$ cat config.mk
export PLATFORM = sky130hd
export DESIGN_NAME = ssq_stop_seq
export DESIGN_NICKNAME = d
export VERILOG_FILES = /design/src/shared/ssq_pkg.sv /design/src/core/ssq_wake_timer.sv /design/src/core/ssq_pin_hold.sv /design/src/core/ssq_stop_seq.sv
export SDC_FILE = /design/constraint.sdc
export NUM_CORES = 1
export LEC_CHECK = 0
export ABC_AREA = 0
export BUFFER_PORTS_ARGS = -buffer_cell sky130_fd_sc_hd__buf_4
export CORE_ASPECT_RATIO = 1.25
export CORE_MARGIN = 2
export CORE_UTILIZATION = 42
export DETAILED_ROUTE_END_ITERATION = 10
export PLACE_DENSITY = 0.66
export SLEW_MARGIN = 20
export SYNTH_ARGS = -nofsm -noshare
export SYNTH_HDL_FRONTEND = slang
export SYNTH_SLANG_ARGS = --single-unit
export TNS_END_PERCENT = 100
$ cat constraint.sdc
create_clock -name clk -period 5.2 [get_ports clk]
set_input_delay 1.04 -clock clk [delete_from_list [all_inputs] [get_ports clk]]
set_output_delay 1.04 -clock clk [all_outputs]
set_load 0.05 [all_outputs]
$ cat src/shared/ssq_pkg.sv
`default_nettype none

package ssq_pkg;

  // ----------------------------------------------------------------
  // Register map
  // ----------------------------------------------------------------
  localparam logic [1:0] ADDR_PMC = 2'h0;  // power_mode_ctrl_reg
  localparam logic [1:0] ADDR_OPT = 2'h1;  // Stop options
  localparam logic [1:0] ADDR_DBG = 2'h2;  // debug_ctrl_status_reg
  localparam logic [1:0] ADDR_STA = 2'h3;  // Sequencer status

  // Field positions in power_mode_ctrl_reg
  localparam int PMC_PPD_SEL   = 0;  // partial_powerdown_select
  localparam int PMC_ACK       = 1;  // powerdown_ack, write-one
  localparam int PMC_WAKE_FLAG = 2;  // powerdown_wake_flag
  localparam int PMC_LV_KEEP   = 3;  // lowvolt_stop_keep
  localparam int PMC_LV_ON     = 4;  // lowvolt_detect_on

  // Field positions in the option register
  localparam int OPT_STOP_ALLOW = 0;  // stop_allow
  localparam int OPT_OSC_KEEP   = 1;  // osc_keep_in_stop
  localparam int OPT_ADC_ASYNC  = 2;  // converter_async_clock
  localparam int OPT_RATE_LO    = 4;  // periodic_wake_rate_sel
  localparam int RATE_W         = 3;

  // Field position in debug_ctrl_status_reg
  localparam int DBG_ALLOW = 7;  // debug_mode_allow

  // Writable bits and values after reset
  localparam logic [7:0] PMC_WMASK = 8'h19;
  localparam logic [7:0] OPT_WMASK = 8'h77;
  localparam logic [7:0] DBG_WMASK = 8'h80;
  localparam logic [7:0] PMC_RST   = 8'h00;
  localparam logic [7:0] OPT_RST   = 8'h00;
  localparam logic [7:0] DBG_RST   = 8'h00;

  // ----------------------------------------------------------------
  // Timing
  // ----------------------------------------------------------------
  localparam int CLK_PERIOD_NS = 40;         // 25 MHz system clock
  localparam int WAKE_TICK_NS  = 1_000_000;  // 1 kHz wake clock
  localparam int WAKE_DIV_CYC  = WAKE_TICK_NS / CLK_PERIOD_NS;
  localparam int DIV_W         = 15;
  localparam logic [2:0] WAKE_RST_CYC = 3'h4;  // Restart pulse length

  // Wake timer periods in 1 kHz ticks, index is the rate select
  localparam logic [10:0] RTI_TICKS [8] = '{
    11'h000, 11'h008, 11'h020, 11'h040,
    11'h080, 11'h100, 11'h200, 11'h400};

  // ----------------------------------------------------------------
  // Pins and states
  // ----------------------------------------------------------------
  localparam int PIN_W = 8;
  localparam logic [PIN_W-1:0] PIN_RST = 8'h00;  // Inputs, undriven

  typedef enum logic [4:0] {
    ST_RUN     = 5'h01,  // Normal execution
    ST_LIGHT   = 5'h02,  // Light standby stop
    ST_DEEP    = 5'h04,  // Partial power-down stop
    ST_RESTART = 5'h08,  // Power-on style restart
    ST_BKGD    = 5'h10   // Active background mode
  } ssq_state_t;

endpackage : ssq_pkg

`default_nettype wire

$ cat src/core/ssq_wake_timer.sv
`default_nettype none

module ssq_wake_timer
  import ssq_pkg::*;
#(
  parameter int unsigned WAKE_DIV = WAKE_DIV_CYC
) (
  input  wire logic              clk,
  input  wire logic              sys_rst,
  input  wire logic [RATE_W-1:0] rate_sel,
  output logic                   wake_osc_on,
  output logic                   rti_pulse
);

  // ----------------------------------------------------------------
  // State
  // ----------------------------------------------------------------
  typedef struct packed {
    logic [DIV_W-1:0] div;    // Cycles within one wake tick
    logic [10:0]      ticks;  // Wake ticks since last event
    logic             osc;    // Wake clock running
    logic             pulse;  // Timer event
  } ssq_wt_t;

  ssq_wt_t s, next_s;

  // Divider makes the 1 kHz enable, counter makes the event
  always_comb begin
    next_s = s;
    next_s.pulse = 1'b0;
    next_s.osc = (rate_sel != 3'h0);
    if (!next_s.osc) begin
      // Clock off saves power, so nothing may count
      next_s.div = '0;
      next_s.ticks = '0;
    end else if (s.div == DIV_W'(WAKE_DIV - 1)) begin
      next_s.div = '0;
      if (s.ticks + 11'h001 >= RTI_TICKS[rate_sel]) begin
        next_s.ticks = '0;
        next_s.pulse = 1'b1;
      end else begin
        next_s.ticks = s.ticks + 11'h001;
      end
    end else begin
      next_s.div = s.div + DIV_W'(1);
    end
  end

  // Registers
  always_ff @(posedge clk) begin
    if (sys_rst) begin
      s <= '0;
    end else begin
      s <= next_s;
    end
  end

  assign wake_osc_on = s.osc;
  assign rti_pulse = s.pulse;

  a_rate_off_quiet:
  assert property (@(posedge clk) disable iff (sys_rst)
    (rate_sel == 3'h0) |=> !rti_pulse && !wake_osc_on)
    else $error("wake timer active with rate zero");

endmodule : ssq_wake_timer

`default_nettype wire

$ cat src/core/ssq_pin_hold.sv
`default_nettype none

module ssq_pin_hold
  import ssq_pkg::*;
(
  input  wire logic             clk,
  input  wire logic             sys_rst,
  input  wire logic             hold,
  input  wire logic [PIN_W-1:0] port_out,
  input  wire logic [PIN_W-1:0] port_oe,
  input  wire logic [PIN_W-1:0] periph_out,
  input  wire logic [PIN_W-1:0] periph_oe,
  input  wire logic [PIN_W-1:0] periph_en,
  output logic      [PIN_W-1:0] pin_out,
  output logic      [PIN_W-1:0] pin_oe
);

  // ----------------------------------------------------------------
  // Per-pin owner select
  // ----------------------------------------------------------------
  logic [PIN_W-1:0] live_out;  // Value the owner wants now
  logic [PIN_W-1:0] live_oe;   // Enable the owner wants now

  // Disabled peripheral hands the pin back to the port
  for (genvar i = 0; i < PIN_W; i++) begin : g_pin
    assign live_out[i] = periph_en[i] ? periph_out[i] : port_out[i];
    assign live_oe[i]  = periph_en[i] ? periph_oe[i]  : port_oe[i];
  end

  typedef struct packed {
    logic [PIN_W-1:0] out;  // Pad value
    logic [PIN_W-1:0] oe;   // Pad enable
  } ssq_ph_t;

  ssq_ph_t s, next_s;

  // Frozen while held, so reset port values never reach the pad
  always_comb begin
    next_s = s;
    if (!hold) begin
      next_s.out = live_out;
      next_s.oe = live_oe;
    end
  end

  // Registers
  always_ff @(posedge clk) begin
    if (sys_rst) begin
      s.out <= PIN_RST;
      s.oe <= PIN_RST;
    end else begin
      s <= next_s;
    end
  end

  assign pin_out = s.out;
  assign pin_oe = s.oe;

  a_held_stable:
  assert property (@(posedge clk) disable iff (sys_rst)
    hold |=> $stable(pin_out) && $stable(pin_oe))
    else $error("held pin changed");

  a_release_live:
  assert property (@(posedge clk) disable iff (sys_rst)
    !hold |=> pin_out == $past(live_out) && pin_oe == $past(live_oe))
    else $error("released pin does not follow owner");

endmodule : ssq_pin_hold

`default_nettype wire

$ cat src/core/ssq_stop_seq.sv
// Chosen here: the plain strobed port and the placing of the registers.
`default_nettype none

module ssq_stop_seq
  import ssq_pkg::*;
#(
  parameter int unsigned WAKE_DIV = WAKE_DIV_CYC
) (
  input  wire logic             clk,
  input  wire logic             sys_rst,
  input  wire logic [1:0]       reg_addr,
  input  wire logic [7:0]       reg_wdata,
  input  wire logic             reg_wr,
  input  wire logic             reg_rd,
  output logic      [7:0]       reg_rdata,
  input  wire logic             stop_exec,
  input  wire logic             reset_pin_n,
  input  wire logic             ext_irq_pin_n,
  input  wire logic             ext_irq_req,
  input  wire logic             lvd_irq,
  input  wire logic             adc_irq,
  input  wire logic             kbi_irq,
  input  wire logic             sci_irq,
  input  wire logic             bdc_background,
  input  wire logic             bdc_mem_status,
  input  wire logic             bdc_go,
  input  wire logic [PIN_W-1:0] port_out,
  input  wire logic [PIN_W-1:0] port_oe,
  input  wire logic [PIN_W-1:0] periph_out,
  input  wire logic [PIN_W-1:0] periph_oe,
  input  wire logic [PIN_W-1:0] periph_en,
  output logic      [PIN_W-1:0] pin_out,
  output logic      [PIN_W-1:0] pin_oe,
  output logic                  cpu_clk_en,
  output logic                  periph_clk_en,
  output logic                  bdc_clk_en,
  output logic                  osc_run,
  output logic                  icg_standby,
  output logic                  core_power_off,
  output logic                  reg_standby,
  output logic                  adc_standby,
  output logic                  kbi_off,
  output logic                  in_stop,
  output logic                  sys_restart,
  output logic                  take_reset_vec,
  output logic                  take_irq_vec,
  output logic                  illegal_op_rst,
  output logic                  bdc_stop_err,
  output logic                  rti_irq,
  output logic                  wake_osc_on
);

  // ----------------------------------------------------------------
  // State record
  // ----------------------------------------------------------------
  typedef struct packed {
    ssq_state_t st;        // Sequencer mode
    logic [7:0] pmc;       // Power mode control bits
    logic [7:0] opt;       // Stop option bits
    logic [7:0] dbg;       // Debug control bits
    logic       flag;      // Woke from deep stop
    logic       hold;      // Pin latches closed
    logic [2:0] rcnt;      // Restart cycles left
    logic [7:0] rdata;     // Read answer
    logic       cpu_clk;   // Registered outputs follow
    logic       per_clk;
    logic       bdc_clk;
    logic       osc;
    logic       icg_sb;
    logic       core_off;
    logic       reg_sb;
    logic       adc_sb;
    logic       kbi_off;
    logic       stopped;
    logic       restart;
    logic       rst_vec;
    logic       irq_vec;
    logic       illegal;
    logic       bdc_err;
    logic       periodic_wake_timer;
  } ssq_seq_t;

  ssq_seq_t s, next_s;

  // ----------------------------------------------------------------
  // Decoded conditions
  // ----------------------------------------------------------------
  logic       rti_pulse;   // Wake timer event
  logic       lv_stop;     // Low-volt detector kept in stop
  logic       dbg_on;      // Debug allowed
  logic       deep_ok;     // A stop would go deep
  logic       ack_wr;      // Acknowledge strobe
  logic       deep_wake;   // Deep stop wake source
  logic       light_irq;   // Light stop interrupt source
  logic [7:0] pmc_view;    // Control register as read

  assign lv_stop = s.pmc[PMC_LV_KEEP] & s.pmc[PMC_LV_ON];
  assign dbg_on = s.dbg[DBG_ALLOW];
  // Debug or low-volt in stop downgrade to light
  assign deep_ok = s.pmc[PMC_PPD_SEL] & s.opt[OPT_STOP_ALLOW]
                 & ~lv_stop & ~dbg_on;
  assign ack_wr = reg_wr & (reg_addr == ADDR_PMC)
                & reg_wdata[PMC_ACK];
  // Irq pin is taken as active low whatever its setup
  assign deep_wake = ~reset_pin_n | ~ext_irq_pin_n | rti_pulse;
  // Keypad event only counts while the unit is powered
  assign light_irq = rti_pulse | lvd_irq | adc_irq | ext_irq_req
                   | kbi_irq | sci_irq;

  // Flag is kept apart from stored bits, merged for reads
  always_comb begin
    pmc_view = s.pmc;
    pmc_view[PMC_WAKE_FLAG] = s.flag;
  end

  // ----------------------------------------------------------------
  // Next state
  // ----------------------------------------------------------------
  always_comb begin
    next_s = s;
    // One-cycle pulses default low
    next_s.rdata = 8'h00;
    next_s.rst_vec = 1'b0;
    next_s.irq_vec = 1'b0;
    next_s.illegal = 1'b0;
    next_s.bdc_err = 1'b0;
    next_s.periodic_wake_timer = rti_pulse;

    // Register writes; acknowledge bit itself is never stored
    if (reg_wr) begin
      unique case (reg_addr)
        ADDR_PMC: next_s.pmc = reg_wdata & PMC_WMASK;
        ADDR_OPT: next_s.opt = reg_wdata & OPT_WMASK;
        ADDR_DBG: next_s.dbg = reg_wdata & DBG_WMASK;
        ADDR_STA: ;  // Read only
      endcase
    end
    // Writing one opens latches and clears flag; zero does nothing
    if (ack_wr) begin
      next_s.flag = 1'b0;
      next_s.hold = 1'b0;
    end

    // Read answer, registered for the cycle after the strobe
    if (reg_rd) begin
      unique case (reg_addr)
        ADDR_PMC: next_s.rdata = pmc_view;
        ADDR_OPT: next_s.rdata = s.opt;
        ADDR_DBG: next_s.rdata = s.dbg;
        ADDR_STA: next_s.rdata = {2'h0, s.hold, s.st};
      endcase
    end

    // Status commands get an error while the core sleeps
    if (s.st == ST_LIGHT || s.st == ST_DEEP) begin
      next_s.bdc_err = bdc_mem_status;
    end

    // Mode sequencing; the flag set below wins over a same-cycle
    // acknowledge because it is written last
    unique case (s.st)
      ST_RUN: begin
        if (stop_exec) begin
          if (!s.opt[OPT_STOP_ALLOW]) begin
            // Stop not allowed: illegal opcode reset
            next_s.illegal = 1'b1;
            next_s.st = ST_RESTART;
            next_s.rcnt = WAKE_RST_CYC;
          end else if (deep_ok) begin
            next_s.st = ST_DEEP;
            next_s.hold = 1'b1;
          end else begin
            next_s.st = ST_LIGHT;
          end
        end
      end
      ST_LIGHT: begin
        // All state kept, nothing latched at the pads
        if (!reset_pin_n) begin
          next_s.st = ST_RESTART;
          next_s.rcnt = WAKE_RST_CYC;
        end else if (bdc_background && dbg_on) begin
          next_s.st = ST_BKGD;
        end else if (light_irq) begin
          next_s.st = ST_RUN;
          next_s.irq_vec = 1'b1;
        end
      end
      ST_DEEP: begin
        if (deep_wake) begin
          next_s.st = ST_RESTART;
          next_s.rcnt = WAKE_RST_CYC;
          next_s.flag = 1'b1;
        end
      end
      ST_RESTART: begin
        // Registers return to reset values; flag and latches stay
        next_s.pmc = PMC_RST;
        next_s.opt = OPT_RST;
        next_s.dbg = DBG_RST;
        if (s.rcnt == 3'h1) begin
          next_s.st = ST_RUN;
          next_s.rst_vec = 1'b1;
        end
        next_s.rcnt = s.rcnt - 3'h1;
      end
      ST_BKGD: begin
        if (bdc_go) begin
          next_s.st = ST_RUN;
        end
      end
    endcase

    // ----------------------------------------------------------
    // Power and clock outputs follow the coming mode
    // ----------------------------------------------------------
    next_s.stopped = (next_s.st == ST_LIGHT) || (next_s.st == ST_DEEP);
    next_s.core_off = (next_s.st == ST_DEEP);
    next_s.cpu_clk = ~next_s.stopped;
    // Peripheral clocks stop in any stop, debug or not
    next_s.per_clk = ~next_s.stopped;
    // Debug logic stays clocked when allowed
    next_s.bdc_clk = ~next_s.stopped | next_s.dbg[DBG_ALLOW];
    // Oscillator may run only in light stop
    next_s.osc = ~next_s.stopped
               | ((next_s.st == ST_LIGHT)
                  & (next_s.opt[OPT_OSC_KEEP] | next_s.dbg[DBG_ALLOW]));
    next_s.icg_sb = (next_s.st == ST_LIGHT) & ~next_s.dbg[DBG_ALLOW];
    // Regulator stays up for debug or low-volt
    next_s.reg_sb = next_s.stopped & ~next_s.dbg[DBG_ALLOW]
                  & ~(next_s.pmc[PMC_LV_KEEP] & next_s.pmc[PMC_LV_ON]);
    // Async converter clock only helps in light stop
    next_s.adc_sb = (next_s.st == ST_DEEP)
                  | ((next_s.st == ST_LIGHT)
                     & ~next_s.opt[OPT_ADC_ASYNC]);
    next_s.kbi_off = (next_s.st == ST_DEEP);
    // Restart resets clock gen, converter, keypad
    next_s.restart = (next_s.st == ST_RESTART);
  end

  // ----------------------------------------------------------------
  // Registers
  // ----------------------------------------------------------------
  always_ff @(posedge clk) begin
    if (sys_rst) begin
      s <= '0;
      s.st <= ST_RUN;
      s.pmc <= PMC_RST;
      s.opt <= OPT_RST;
      s.dbg <= DBG_RST;
      s.cpu_clk <= 1'b1;
      s.per_clk <= 1'b1;
      s.bdc_clk <= 1'b1;
      s.osc <= 1'b1;
    end else begin
      s <= next_s;
    end
  end

  // ----------------------------------------------------------------
  // Children
  // ----------------------------------------------------------------
  ssq_wake_timer #(
    .WAKE_DIV    (WAKE_DIV)
  ) u_timer (
    .clk         (clk),
    .sys_rst     (sys_rst),
    .rate_sel    (s.opt[OPT_RATE_LO +: RATE_W]),
    .wake_osc_on (wake_osc_on),
    .rti_pulse   (rti_pulse)
  );

  // Pad latch sees the port values live once released
  ssq_pin_hold u_pins (
    .clk         (clk),
    .sys_rst     (sys_rst),
    .hold        (s.hold),
    .port_out    (port_out),
    .port_oe     (port_oe),
    .periph_out  (periph_out),
    .periph_oe   (periph_oe),
    .periph_en   (periph_en),
    .pin_out     (pin_out),
    .pin_oe      (pin_oe)
  );

  // ----------------------------------------------------------------
  // Outputs, all from flip-flops
  // ----------------------------------------------------------------
  assign reg_rdata = s.rdata;
  assign cpu_clk_en = s.cpu_clk;
  assign periph_clk_en = s.per_clk;
  assign bdc_clk_en = s.bdc_clk;
  assign osc_run = s.osc;
  assign icg_standby = s.icg_sb;
  assign core_power_off = s.core_off;
  assign reg_standby = s.reg_sb;
  assign adc_standby = s.adc_sb;
  assign kbi_off = s.kbi_off;
  assign in_stop = s.stopped;
  assign sys_restart = s.restart;
  assign take_reset_vec = s.rst_vec;
  assign take_irq_vec = s.irq_vec;
  assign illegal_op_rst = s.illegal;
  assign bdc_stop_err = s.bdc_err;
  assign rti_irq = s.periodic_wake_timer;

  // ----------------------------------------------------------------
  // Checks
  // ----------------------------------------------------------------
  a_deep_entry:
  assert property (@(posedge clk) disable iff (sys_rst)
    s.st == ST_RUN && stop_exec && deep_ok
    |=> s.st == ST_DEEP && s.hold && core_power_off)
    else $error("deep stop not entered");

  a_lowvolt_light:
  assert property (@(posedge clk) disable iff (sys_rst)
    s.st == ST_RUN && stop_exec && s.opt[OPT_STOP_ALLOW] && lv_stop
    |=> s.st == ST_LIGHT && !reg_standby)
    else $error("low-volt stop not light");

  a_debug_light:
  assert property (@(posedge clk) disable iff (sys_rst)
    s.st == ST_RUN && stop_exec && s.opt[OPT_STOP_ALLOW] && dbg_on
    |=> s.st == ST_LIGHT && bdc_clk_en && osc_run)
    else $error("debug stop not light");

  a_illegal_stop:
  assert property (@(posedge clk) disable iff (sys_rst)
    s.st == ST_RUN && stop_exec && !s.opt[OPT_STOP_ALLOW]
    |=> illegal_op_rst && s.st == ST_RESTART)
    else $error("illegal stop not reset");

  a_deep_wake:
  assert property (@(posedge clk) disable iff (sys_rst)
    s.st == ST_DEEP && !ext_irq_pin_n
    |=> s.flag && s.hold && sys_restart)
    else $error("deep wake missing flag");

  a_restart_len:
  assert property (@(posedge clk) disable iff (sys_rst)
    $rose(sys_restart) |-> sys_restart [*4] ##1 take_reset_vec)
    else $error("restart length wrong");

  a_ack_release:
  assert property (@(posedge clk) disable iff (sys_rst)
    ack_wr && s.st == ST_RUN && !stop_exec |=> !s.flag && !s.hold)
    else $error("acknowledge did not release");

  a_stop_clocks:
  assert property (@(posedge clk) disable iff (sys_rst)
    in_stop |-> !periph_clk_en && !cpu_clk_en)
    else $error("clock running in stop");

  a_deep_osc_off:
  assert property (@(posedge clk) disable iff (sys_rst)
    core_power_off |-> !osc_run && kbi_off && adc_standby)
    else $error("deep stop left blocks on");

  a_light_irq_exit:
  assert property (@(posedge clk) disable iff (sys_rst)
    s.st == ST_LIGHT && reset_pin_n && !bdc_background && sci_irq
    |=> take_irq_vec && s.st == ST_RUN)
    else $error("light stop irq exit wrong");

endmodule : ssq_stop_seq

`default_nettype wire

# After elaboration in Yosys (flattened, before gate mapping)

Memory sizes are Yosys's and may differ from the RTL's.
Cells that the tools add are included.

Register bits after elaboration: 86
Bits in latches: 0
Memory bits (writable): 0
Bits in read-only memories: 88
Input port bits: 65
Output and inout port bits: 41
Word-level logic and storage cells: 161
Memories kept: 1

Add/subtract/negate cells: 3
Multiply operators: 0
Divide/modulo/power cells: 0
Magnitude comparators: 2
Equality and inequality tests: 17
Shifts and indexed selects: 0
Mux-type cells: 50
Bitwise operators: 40
Reductions and logical operators: 18

Memories:

| name             | words | bits a word | rd ports | clocked after memory_dff | write ports | line                 | source |
|---|---|---|---|---|---|---|---|
| (name not given) | 8     | 11          | 1        | 0                        | 0           | ssq_wake_timer.sv:38 | `if (s.ticks + 11'h001 >= RTI_TICKS[rate_sel]) begin` |

Operator list:

| kind                    | count |
|---|---|
| $mux W5                 | 9 |
| $mux W21                | 2 |
| $mux W11                | 3 |
| $pmux W8 S4             | 1 |
| $mux W1                 | 25 |
| $pmux W5 S5             | 1 |
| $not A1 Y1              | 16 |
| $add A15 B1 Y15 const B | 1 |
| $eq A15 B15 Y1 const B  | 1 |
| $and A1 B1 Y1           | 12 |
| $mux W3                 | 4 |
| $pmux W3 S4             | 1 |
| $add A11 B1 Y11 const B | 1 |
| $ge A11 B11 Y1          | 1 |
| $or A1 B1 Y1            | 11 |
| $eq A5 B2 Y1 const B    | 2 |
| $eq A5 B3 Y1 const B    | 2 |
| $eq A5 B4 Y1 const B    | 2 |
| $reduce_or A2 Y1        | 5 |
| $reduce_or A3 Y1        | 3 |
| $mux W8                 | 1 |
| $ne A2 B2 Y1 const B    | 4 |
| $mux W7                 | 1 |
| $eq A5 B1 Y1 const B    | 1 |
| 17 further kinds        | 20 |

# Logic depth before layout (Yosys ltp)

Gate-level depths: netlist of the first run.

Word-level depth: 13
Gate-level depth with buffers: 14
Mapped depth without buffers: 13

# Hierarchy

Synthesis of the first run repeated with hierarchy kept, for this count alone.

Cell total of the unflattened synthesis: 457
Area, all modules: 4340.4 um2

Modules (own cells, without submodules):

| module         | times used | cells each | area each (um2) | seq. area each (um2) |
|---|---|---|---|---|
| ssq_stop_seq   | 1          | 225        | 2059.5          | 840.8 |
| ssq_wake_timer | 1          | 163        | 1501.4          | 560.5 |
| ssq_pin_hold   | 1          | 69         | 779.5           | 320.3 |

# Least setup slack after synthesis of the first run

Ideal clock, no wire load.

Kind: reg-to-reg
Start point: register u_timer.s[5] (netlist name)
End point: register u_timer.s[8] (netlist name)
Library setup time: 0.069 ns
Arrival: 2.826 ns
Required time: 5.131 ns
Slack: 2.305 ns
Cell stages (with the launch flop): 14
Buffers on the path: 1
Clock period less this slack: 2.895 ns
Path through: dfxtp_1 -> and3_1 -> nand2_1 -> nor2_1 -> nor2b_1 -> or2_2 -> ha_1 -> a21o_1 -> a2111oi_0 -> nand4b_1 -> a21oi_1 -> buf_2 -> nand2_1 -> o21ai_1

Cells in the longest elaborated chain, start to end: 3

RTL lines:

| element                  | line                                       | source |
|---|---|---|
| start: declaration       | ssq_wake_timer.sv:25                       | `ssq_wt_t s, next_s;` |
| start signal: assignment | ssq_wake_timer.sv:54                       | `s <= next_s;` |
| $add A11 B1 Y11 *        | ssq_wake_timer.sv:38, ssq_wake_timer.sv:42 |  |
| $ge A11 B11 Y1           | ssq_wake_timer.sv:38                       |  |
| $mux W11 *               | ssq_wake_timer.sv:38                       |  |

Every way passes the cells marked *; elsewhere a longest branch is shown, timed or not.
A chain may end at the register's enable or synchronous reset.

# Worst setup path after layout of the first run

Start point: register u_timer.s[2] (netlist name)
End point: register u_timer.s[5] (netlist name)

Same word-level chain as after synthesis.

==> results of run 1 <==
-- Yosys cell counts (3+ instances only) --
master	count
clkbuf_1	14
nor4_1	3
a31oi_1	3
a21oi_1	29
xor2_1	10
or2_2	5
dfxtp_1	86
a22o_1	6
nand2b_1	4
inv_1	8
nand4_1	6
nor3b_1	5
and2_1	5
buf_2	8
o21ai_0	7
ha_1	11
mux2i_1	32
nor2b_1	9
buf_4	11
nand2_1	33
nor3_1	6
and3_1	8
a211oi_1	5
nand3_1	11
nand3b_1	5
nor2_1	92
xnor2_1	10
a21o_1	3
-- layer usage --
layer  vias up  GRT usage [%]
met2       117           34.1
met5         -              0
met1      1689           21.7
met4         0           10.6
met3        25           2.60
li1       1810              -
-- placed cells by master (no fill, tap or decap), types with 8 or more instances in the layout --
master / instances
clkbuf_16: 9
ha_1: 11
a21oi_1: 29
dfxtp_1: 85
and3_1: 8
nand3_1: 11
xnor2_1: 10
nand2_1: 33
inv_1: 8
xor2_1: 10
mux2i_1: 32
nor2b_1: 9
nor2_1: 92
buf_4: 105
-- report_power, final --
part	total [mW]	internal (mW)	leakage, nW	switching (mW)
clock network	0.739	0.472	0.166	0.268
logic	0.186	0.0812	1.43	0.105
registers	0.692	0.676	0.700	0.0161
-- area by class of cell --
type                            instances  share of cell area (%)
Clock inverter                          7                    2.27
Multi-Input combinational cell        346                    42.3
Timing Repair Buffer                  105                    14.9
Clock buffer                            9                    4.27
Sequential cell                        86                    32.6
Tap cell                              126                    2.99
Inverter                                8                   0.569
-- path summary, 6_finish.rpt --
| kind | from | cells past startpoint | end |
|---|---|---|---|
| max reg2reg | u_timer.s[2] | 11 | u_timer.s[5] |
| max | u_timer.s[2] | 11 | u_timer.s[5] |
| min | u_timer.s[13] | 1 | u_timer.s[13] |
| min reg2reg | u_timer.s[13] | 1 | u_timer.s[13] |
-- per-stage QoR --
stage | hold slack (ns) | utilization (%)
global route | 0.491 | 54.7
detailed placement | 0.444 | 51.1
finish | 0.459 | 54.7
floorplan | 0.418 | -
CTS | 0.459 | 54.7
global placement | 0.428 | 51.1
-- sequential cells by signal, summed over array words and instances (netlist names), 4 cells and up --
| name | cells |
|---|---|
| pmc_view | 4 |
| reg_rdata | 8 |
| s | 15 |
| u_pins.pin_oe | 8 |
| u_pins.pin_out | 8 |
| u_timer.s | 26 |
-- worst reg2reg max path: stages (launching register included) --
cell,delay (ns)
dfxtp_1,0.35
ha_1,0.24
nand2_1,0.10
nor2b_1,0.28
and3_1,0.24
xor2_1,0.23
ha_1,0.29
a2111oi_0,0.54
nand4b_1,0.30
a21oi_1,0.78
o21ai_0,0.21
nand2_1,0.12
-- kinds of logic (layout without fill, tap and decap cells) --
| group | after synthesis | in the layout | share of synthesized area [%] |
|---|---|---|---|
| adders and majority gates | 11 | 11 | 3.30 |
| and+or+nand+nor | 209 | 209 | 25.3 |
| buffers and inverters | 42 | 129 | 5.19 |
| AOI/OAI and AO/OA | 73 | 73 | 12.8 |
| xor gates and xnor gates | 20 | 20 | 4.20 |
| DFF | 86 | 86 | 41.2 |
| muxes | 33 | 33 | 7.94 |
==> impl_metrics.env, run 1 <==
export IMPL_hp_class="flip-flop to flip-flop"
export IMPL_ir_worst_vdd_mv=0.179
export IMPL_final_cells=687
export IMPL_critPathLaunchType="flip-flop"
export IMPL_total_power_mw=1.62
export IMPL_cts_root_buffer="clkbuf_16"
export IMPL_route_vias_total=3641
export IMPL_synth_edf_count=0
export IMPL_rsz0062_at_grt="no"
export IMPL_finalCritPeriodShare_pct=71.7
export IMPL_portBuffers=105
export IMPL_drtPass1Iterations=5
export IMPL_worstPathArrival_ns=4.01
export IMPL_worst_r2r_setup_slack_ns=1.47
export IMPL_die_width_um=93.2
export IMPL_cts_num_sinks=86
export IMPL_dp_cells=671
export IMPL_cts_setup_buffers=0
export IMPL_netlist_instances=474
export IMPL_syn_num_nets=550
export IMPL_synth_flop_cell="dfxtp_1"
export IMPL_start_util_pct=43.2
export IMPL_cp_max_fo=12
export IMPL_numCtsBuffers=9
export IMPL_slew_viol_final=0
export IMPL_yosys_warnings=0
export IMPL_synth_area_leaders="dfxtp_1 (41%), nor2_1 (8.3%), mux2i_1 (7.7%)"
export IMPL_ys_ff_latch=86
export IMPL_crit_family="compound AO/OA/AOI/OAI gates"
export IMPL_status="finished clean"
export IMPL_place_area_mm2=0.00493
export IMPL_synth_area_mm2=0.00417
export IMPL_final_hold_violation_count=0
export IMPL_vias_per_cell=5.30
export IMPL_path_buf_inv=0
export IMPL_hpwl_mm=7.23
export IMPL_cap_violations=0
export IMPL_fin_area_mm2=0.00528
export IMPL_relSlewSlack_pct=39.1
export IMPL_leakage_nw=2.30
export IMPL_wl_met1_mm=4.03
export IMPL_fin_setup_tns_ns=0
export IMPL_post_route_min_period_ns=3.73
export IMPL_gr_usage_all_layers_pct=19.0
export IMPL_path_cells="ha_1, nand2_1, nor2b_1, and3_1, xor2_1, ha_1, a2111oi_0, nand4b_1, a21oi_1, o21ai_0, nand2_1"
export IMPL_die_h_um=115
export IMPL_drc=0
export IMPL_yosys_area_top_type_share_pct=41.2
export IMPL_clk_pin_slew_ns=0.06
export IMPL_seq_area_mm2=0.00172
export IMPL_layout_drive_gt1_share_pct=25.3
export IMPL_avgSynthCellArea_um2=8.81
export IMPL_diodes=0
export IMPL_setup_viol=0
export IMPL_dr_wl_met2_mm=5.08
export IMPL_grt_pass1_vias=3479
export IMPL_fmax_ghz=0.268
export IMPL_clk_path_buf_depth=2
export IMPL_grt_pass1_wl_mm=16.2
export IMPL_gp_congestion=0.897
export IMPL_end_kind="flip-flop"
export IMPL_clk_latency_ns=0.34
export IMPL_postCtsHoldBufs=0
export IMPL_yosysSeqAreaShare_pct=41.2
export IMPL_wl_met3_um=444
export IMPL_top_layer_used="met4"
export IMPL_worstMarginPinSlew_ns=0.913
export IMPL_multiInputGateArea_mm2=0.00224
export IMPL_nets=632
export IMPL_crit_required_ns=5.48
export IMPL_cts_resized=0
export IMPL_cp_slowest_cell="a21oi_1"
export IMPL_wire_per_inst_um=14.4
export IMPL_drtIter0Drc=155
export IMPL_clock_skew_final_ns=0.00577
export IMPL_areaGrowthSynthToFinish_pct=26.5
export IMPL_timing_final_ws_setup_ns=1.47
export IMPL_synthDistinctLibCells=62
export IMPL_grt_overflow_total=0
export IMPL_h_tree_depth=3
export IMPL_rows=40
export IMPL_max_stage_delay_ns=0.78
export IMPL_synthArstFlopShare_pct=0
export IMPL_path_class="flip-flop to flip-flop"
export IMPL_coreArea_mm2=0.00966
export IMPL_ant_nets=0
export IMPL_cts_tree="built"
export IMPL_fillCellCount=893
export IMPL_synth_largest_area_cell="dfxtp_1"
export IMPL_grt_max_degree=37
export IMPL_wirelength_mm=9.88
export IMPL_power_density_mw_per_mm2=306
export IMPL_dieArea_mm2=0.0108
export IMPL_ios=106
export IMPL_place_ws_ns=1.59
export IMPL_antenna_found_initial=0
Power figures use the tool's default switching activity.
==> run 2, diff against run 1 <==
Settings changed: PLACE_DENSITY 0.66 to 0.68.
Clock period 5.2 ns to 3 ns, I/O delays scaled along.
==> impl_metrics.env, run 2 (synthesized netlist as in run 1, its figures left out) <==
export IMPL_status="finished clean"
export IMPL_fillCellCount=896
export IMPL_clock_skew_final_ns=0.00713
export IMPL_finalCritPeriodShare_pct=93.9
export IMPL_grt_max_degree=37
export IMPL_path_cells="and3_4, nand2_1, nor2_2, nor2b_1, or2_2, ha_4, a21o_1, a2111oi_4, buf_4, nand4b_1, a21oi_2, buf_4, a21o_1, a22o_1"
export IMPL_cp_slowest_cell="or2_2"
export IMPL_nets=651
export IMPL_hp_class="flip-flop to flip-flop"
export IMPL_cts_tree="built"
export IMPL_final_hold_violation_count=0
export IMPL_wire_per_inst_um=14.4
export IMPL_power_density_mw_per_mm2=486
export IMPL_layout_common_cells="buf_4 (124), nor2_1 (91), dfxtp_1 (84)"
export IMPL_top_register="u_timer.s"
export IMPL_timing_hold_ws_ns=0.446
export IMPL_ir_worst_vdd_mv=0.266
export IMPL_portBuffers=105
export IMPL_slew_viol_final=0
export IMPL_die_h_um=115
export IMPL_worstPathArrival_ns=3.09
export IMPL_rows=40
export IMPL_path_buf_inv=2
export IMPL_leakage_nw=2.39
export IMPL_grt_pass1_wl_mm=16.2
export IMPL_layout_drive_gt1_share_pct=29.3
export IMPL_fin_util_pct=56.3
export IMPL_drtIter0Drc=114
export IMPL_path_class="flip-flop to flip-flop"
export IMPL_critPathLaunchType="flip-flop"
export IMPL_largest_reg_flops=26
export IMPL_vias_per_cell=5.22
export IMPL_h_tree_depth=3
export IMPL_clk_pin_slew_ns=0.06
export IMPL_relSlewSlack_pct=59.2
export IMPL_ios=106
export IMPL_hpwl_mm=7.53
export IMPL_antenna_found_initial=0
export IMPL_drc=0
export IMPL_diodes=0
export IMPL_grt_pass1_vias=3538
export IMPL_dp_cells=688
export IMPL_cp_max_fo=5
export IMPL_crit_family="compound AO/OA/AOI/OAI gates"
export IMPL_dieArea_mm2=0.0108
export IMPL_numCtsBuffers=9
export IMPL_fin_area_mm2=0.00544
export IMPL_place_area_mm2=0.00506
export IMPL_layout_commonest_cell="buf_4"
export IMPL_clk_latency_ns=0.34
export IMPL_max_stage_delay_ns=0.33
export IMPL_fmax_ghz=0.355
export IMPL_areaGrowthSynthToFinish_pct=30.4
export IMPL_clk_path_buf_depth=2
export IMPL_grt_overflow_total=0
export IMPL_die_width_um=93.2
export IMPL_crit_required_ns=3.28
export IMPL_cts_num_sinks=86
export IMPL_start_util_pct=43.2
export IMPL_gr_usage_all_layers_pct=18.9
export IMPL_cap_violations=0
export IMPL_coreArea_mm2=0.00966
export IMPL_setup_viol=0
export IMPL_final_cells=706
export IMPL_cts_root_buffer="clkbuf_16"
export IMPL_gp_congestion=0.853
export IMPL_post_route_min_period_ns=2.82
export IMPL_end_kind="flip-flop"
export IMPL_route_vias_total=3688
export IMPL_drtPass1Iterations=4
export IMPL_top_regs="u_timer.s: 26 flops, s: 15 flops"
export IMPL_ant_nets=0
export IMPL_wirelength_mm=10.2
export IMPL_worstMarginPinSlew_ns=0.611
[run 2: cell types whose count changed in the layout (fill, tap and decap cells not counted), sizes merged]
| cell | previous run | this run |
|---|---|---|
| inv | 10 | 9 |
| clkinv | 1 | 3 |
| buf | 105 | 124 |
| clkinvlp | 1 | 0 |
| bufinv | 3 | 1 |
| clkbuf | 9 | 11 |
[run 2: metrics by stage]
stage | TNS, ns | worst slack (ns) | power, mW
global route | -0.0151 | -0.0132 | 2.75
global placement | 0 | 0.0779 | 1.54
floorplan | 0 | 0.105 | 1.42
CTS | 0 | 0.00447 | 2.67
finish | 0 | 0.184 | 2.65
detailed placement | -0.0650 | -0.0354 | 1.55
[run 2: layout make-up]
cell class	instances	area, um2	share of cell area, %
sequential	86	1720	31.7
clock buffer	11	243	4.46
multi-input combinational	346	2300	42.2
timing repair buffer	124	931	17.1
clock inverter	5	57.6	1.06
inverter	8	30.0	0.552
tap	126	158	2.90
[run 2: path summary, 6_finish.rpt]
check                      from             to  slack (ns)  depth (start not counted)
setup / recovery   u_timer.s[7]  u_timer.s[11]        0.18                         14
hold / removal    u_timer.s[13]  u_timer.s[13]        0.45                          1
setup reg to reg   u_timer.s[7]  u_timer.s[11]        0.18                         14
hold reg to reg   u_timer.s[13]  u_timer.s[13]        0.45                          1
[run 2: worst reg2reg max path, delay by kind of cell (launching register included)]
kind                       cells  cell delay (ns)
AOI/OAI and AO/OA              5             0.95
and+or+nand+nor                6             0.90
DFF                            1             0.32
buffers and inverters          2             0.32
adders and majority gates      1             0.25
[run 2: layer usage]
layer  track usage (%)  up-vias  wire (um)
li1                  -     1835          -
met1              21.4     1747       4120
met2              33.9       92       5420
met3              3.32       14        435
met4              10.0        0        178
met5                 0        -          0
[run 2: power breakdown]
part           total, mW  internal, mW  switching (mW)
Sequential          1.20          1.17          0.0251
Clock               1.12         0.670           0.449
Combinational      0.330         0.144           0.186
[run 2: what timing repair did]
item / in CTS / in global routing
gates resized for setup: 2 / 10
endpoints found under the setup margin: 6 / 12
hold buffers: 0 / 0
pin swaps: 0 / 2
setup buffers: 0 / 2
==> run 3, diff against run 2 <==
Settings changed: PLACE_DENSITY 0.68 to not set, PLACE_DENSITY_LB_ADDON set to 0.3, SKIP_CTS_REPAIR_TIMING set to 1.
==> impl_metrics.env, run 3 (synthesized netlist as in run 1, its figures left out) <==
export IMPL_status="finished clean"
export IMPL_grt_overflow_total=0
export IMPL_switching_share_pct=24.6
export IMPL_cts_tree="built"
export IMPL_ant_nets=0
export IMPL_die_width_um=93.2
export IMPL_layout_drive_gt1_share_pct=27.5
export IMPL_slew_viol_final=0
export IMPL_combPwrFrac_pct=12.4
export IMPL_antenna_found_initial=0
export IMPL_end_kind="flip-flop"
export IMPL_top_regs="u_timer.s: 26 flops, s: 15 flops"
export IMPL_power_density_mw_per_mm2=491
export IMPL_timing_hold_ws_ns=0.452
export IMPL_relSlewSlack_pct=60.3
export IMPL_ir_worst_vdd_mv=0.361
export IMPL_crit_required_ns=3.27
export IMPL_diodes=0
export IMPL_drtIter0Drc=122
export IMPL_vias_per_cell=5.13
export IMPL_start_util_pct=43.2
export IMPL_gp_congestion=0.885
export IMPL_final_hold_violation_count=0
export IMPL_cts_num_sinks=86
export IMPL_top_register="u_timer.s"
export IMPL_drtPass1Iterations=5
export IMPL_nets=641
export IMPL_power_switching_mw=0.646
export IMPL_internal_power_mw=1.98
export IMPL_clk_path_buf_depth=2
export IMPL_dieArea_mm2=0.0108
export IMPL_multiInputGateArea_mm2=0.00227
export IMPL_cts_root_buffer="clkbuf_16"
export IMPL_endpoint="u_timer.s[6]"
export IMPL_startpoint="u_timer.s[6]"
export IMPL_wirelength_mm=9.68
export IMPL_clockPowerShare_pct=42.0
export IMPL_setup_viol=0
export IMPL_critPathLaunchType="flip-flop"
export IMPL_layout_commonest_cell="buf_4"
export IMPL_clock_skew_final_ns=0.00670
export IMPL_ios=106
export IMPL_largest_reg_flops=26
export IMPL_clk_pin_slew_ns=0.06
export IMPL_rows=40
export IMPL_portBuffers=105
export IMPL_fmax_ghz=0.353
export IMPL_layout_common_cells="buf_4 (112), nor2_1 (91), dfxtp_1 (83)"
export IMPL_p_seq_share_pct=45.6
export IMPL_grt_pass1_vias=3595
export IMPL_die_h_um=115
export IMPL_fillCellCount=885
export IMPL_worstPathArrival_ns=3.11
export IMPL_worstMarginPinSlew_ns=0.595
export IMPL_seq_area_mm2=0.00173
export IMPL_path_class="flip-flop to flip-flop"
export IMPL_drc=0
export IMPL_grt_max_degree=37
export IMPL_areaGrowthSynthToFinish_pct=27.9
export IMPL_numCtsBuffers=9
export IMPL_grt_pass1_wl_mm=16.0
export IMPL_hpwl_mm=7.28
export IMPL_clk_latency_ns=0.34
export IMPL_total_power_mw=2.62
export IMPL_wire_per_inst_um=13.9
export IMPL_leakage_nw=2.33
export IMPL_timing_rr_end="u_timer.s[6]"
export IMPL_coreArea_mm2=0.00966
export IMPL_finalCritPeriodShare_pct=94.4
export IMPL_hp_class="flip-flop to flip-flop"
export IMPL_worst_r2r_setup_slack_ns=0.17
export IMPL_holdCritStartpoint="u_timer.s[13]"
export IMPL_cap_violations=0
export IMPL_post_route_min_period_ns=2.83
export IMPL_rr_worst_depth=13
export IMPL_r2r_start="u_timer.s[6]"
export IMPL_fin_setup_tns_ns=0
export IMPL_route_vias_total=3569
export IMPL_cp_max_fo=6
export IMPL_gr_usage_all_layers_pct=18.5
export IMPL_h_tree_depth=3
==> run 3: worst max-delay path: stages (launching register included) <==
cell and delay [ns]:
dfxtp_4 0.36, and3_4 0.18, nand2_1 0.08, nor2_2 0.11
nor2b_1 0.06, or2_2 0.30, ha_1 0.32, a21o_1 0.22
a2111oi_4 0.36, nand4b_1 0.19, a21oi_2 0.21, buf_6 0.14
a21o_1 0.11, a22o_1 0.11
==> run 3: per-layer routing <==
metal	up-vias	GRT usage, %	wire, um
li1	1821	-	-
met1	1656	20.9	4010
met2	79	34.0	5140
met3	13	2.86	370
met4	0	9.22	155
met5	-	0	0
==> run 3: how the worst min path moves through the flow <==
| stage | end | slack, ns | cells after the start |
|---|---|---|---|
| 6_report | u_timer.s[13] | 0.45 | 1 |
| 5_1_grt | u_timer.s[13] | 0.48 | 1 |
| 4_1_cts | u_timer.s[13] | 0.45 | 1 |
| 3_5_place_dp | u_timer.s[13] | 0.44 | 1 |
| 3_3_place_gp | u_timer.s[13] | 0.43 | 1 |
| 2_1_floorplan | u_timer.s[13] | 0.42 | 1 |
==> run 3: area by class of cell <==
| class | count | share of cell area (%) |
|---|---|---|
| well taps | 126 | 2.95 |
| inverters | 8 | 0.562 |
| clock inverters | 6 | 1.15 |
| flip-flops and latches | 86 | 32.4 |
| multi-input cells | 346 | 42.4 |
| clock buffers | 10 | 4.48 |
| repair buffers | 114 | 16.1 |
==> run 3: per-stage QoR <==
step                area [um2]  cells  setup WS, ns  util, %
finish                    5340    696         0.167     55.3
global route              5340    696       -0.0330     55.3
CTS                       5290    695        -0.123     54.8
detailed placement        4990    679        -0.112     51.7
global placement          4990    679        0.0697     51.7
floorplan                 4170    474         0.105        -
==> run 3: power by group through the flow <==
stage	combinational, mW	clock (mW)	sequential, mW
floorplan	0.146	0	1.27
global placement	0.320	0	1.22
detailed placement	0.325	0	1.22
CTS	0.326	1.12	1.20
global route	0.353	1.18	1.20
finish	0.324	1.10	1.20
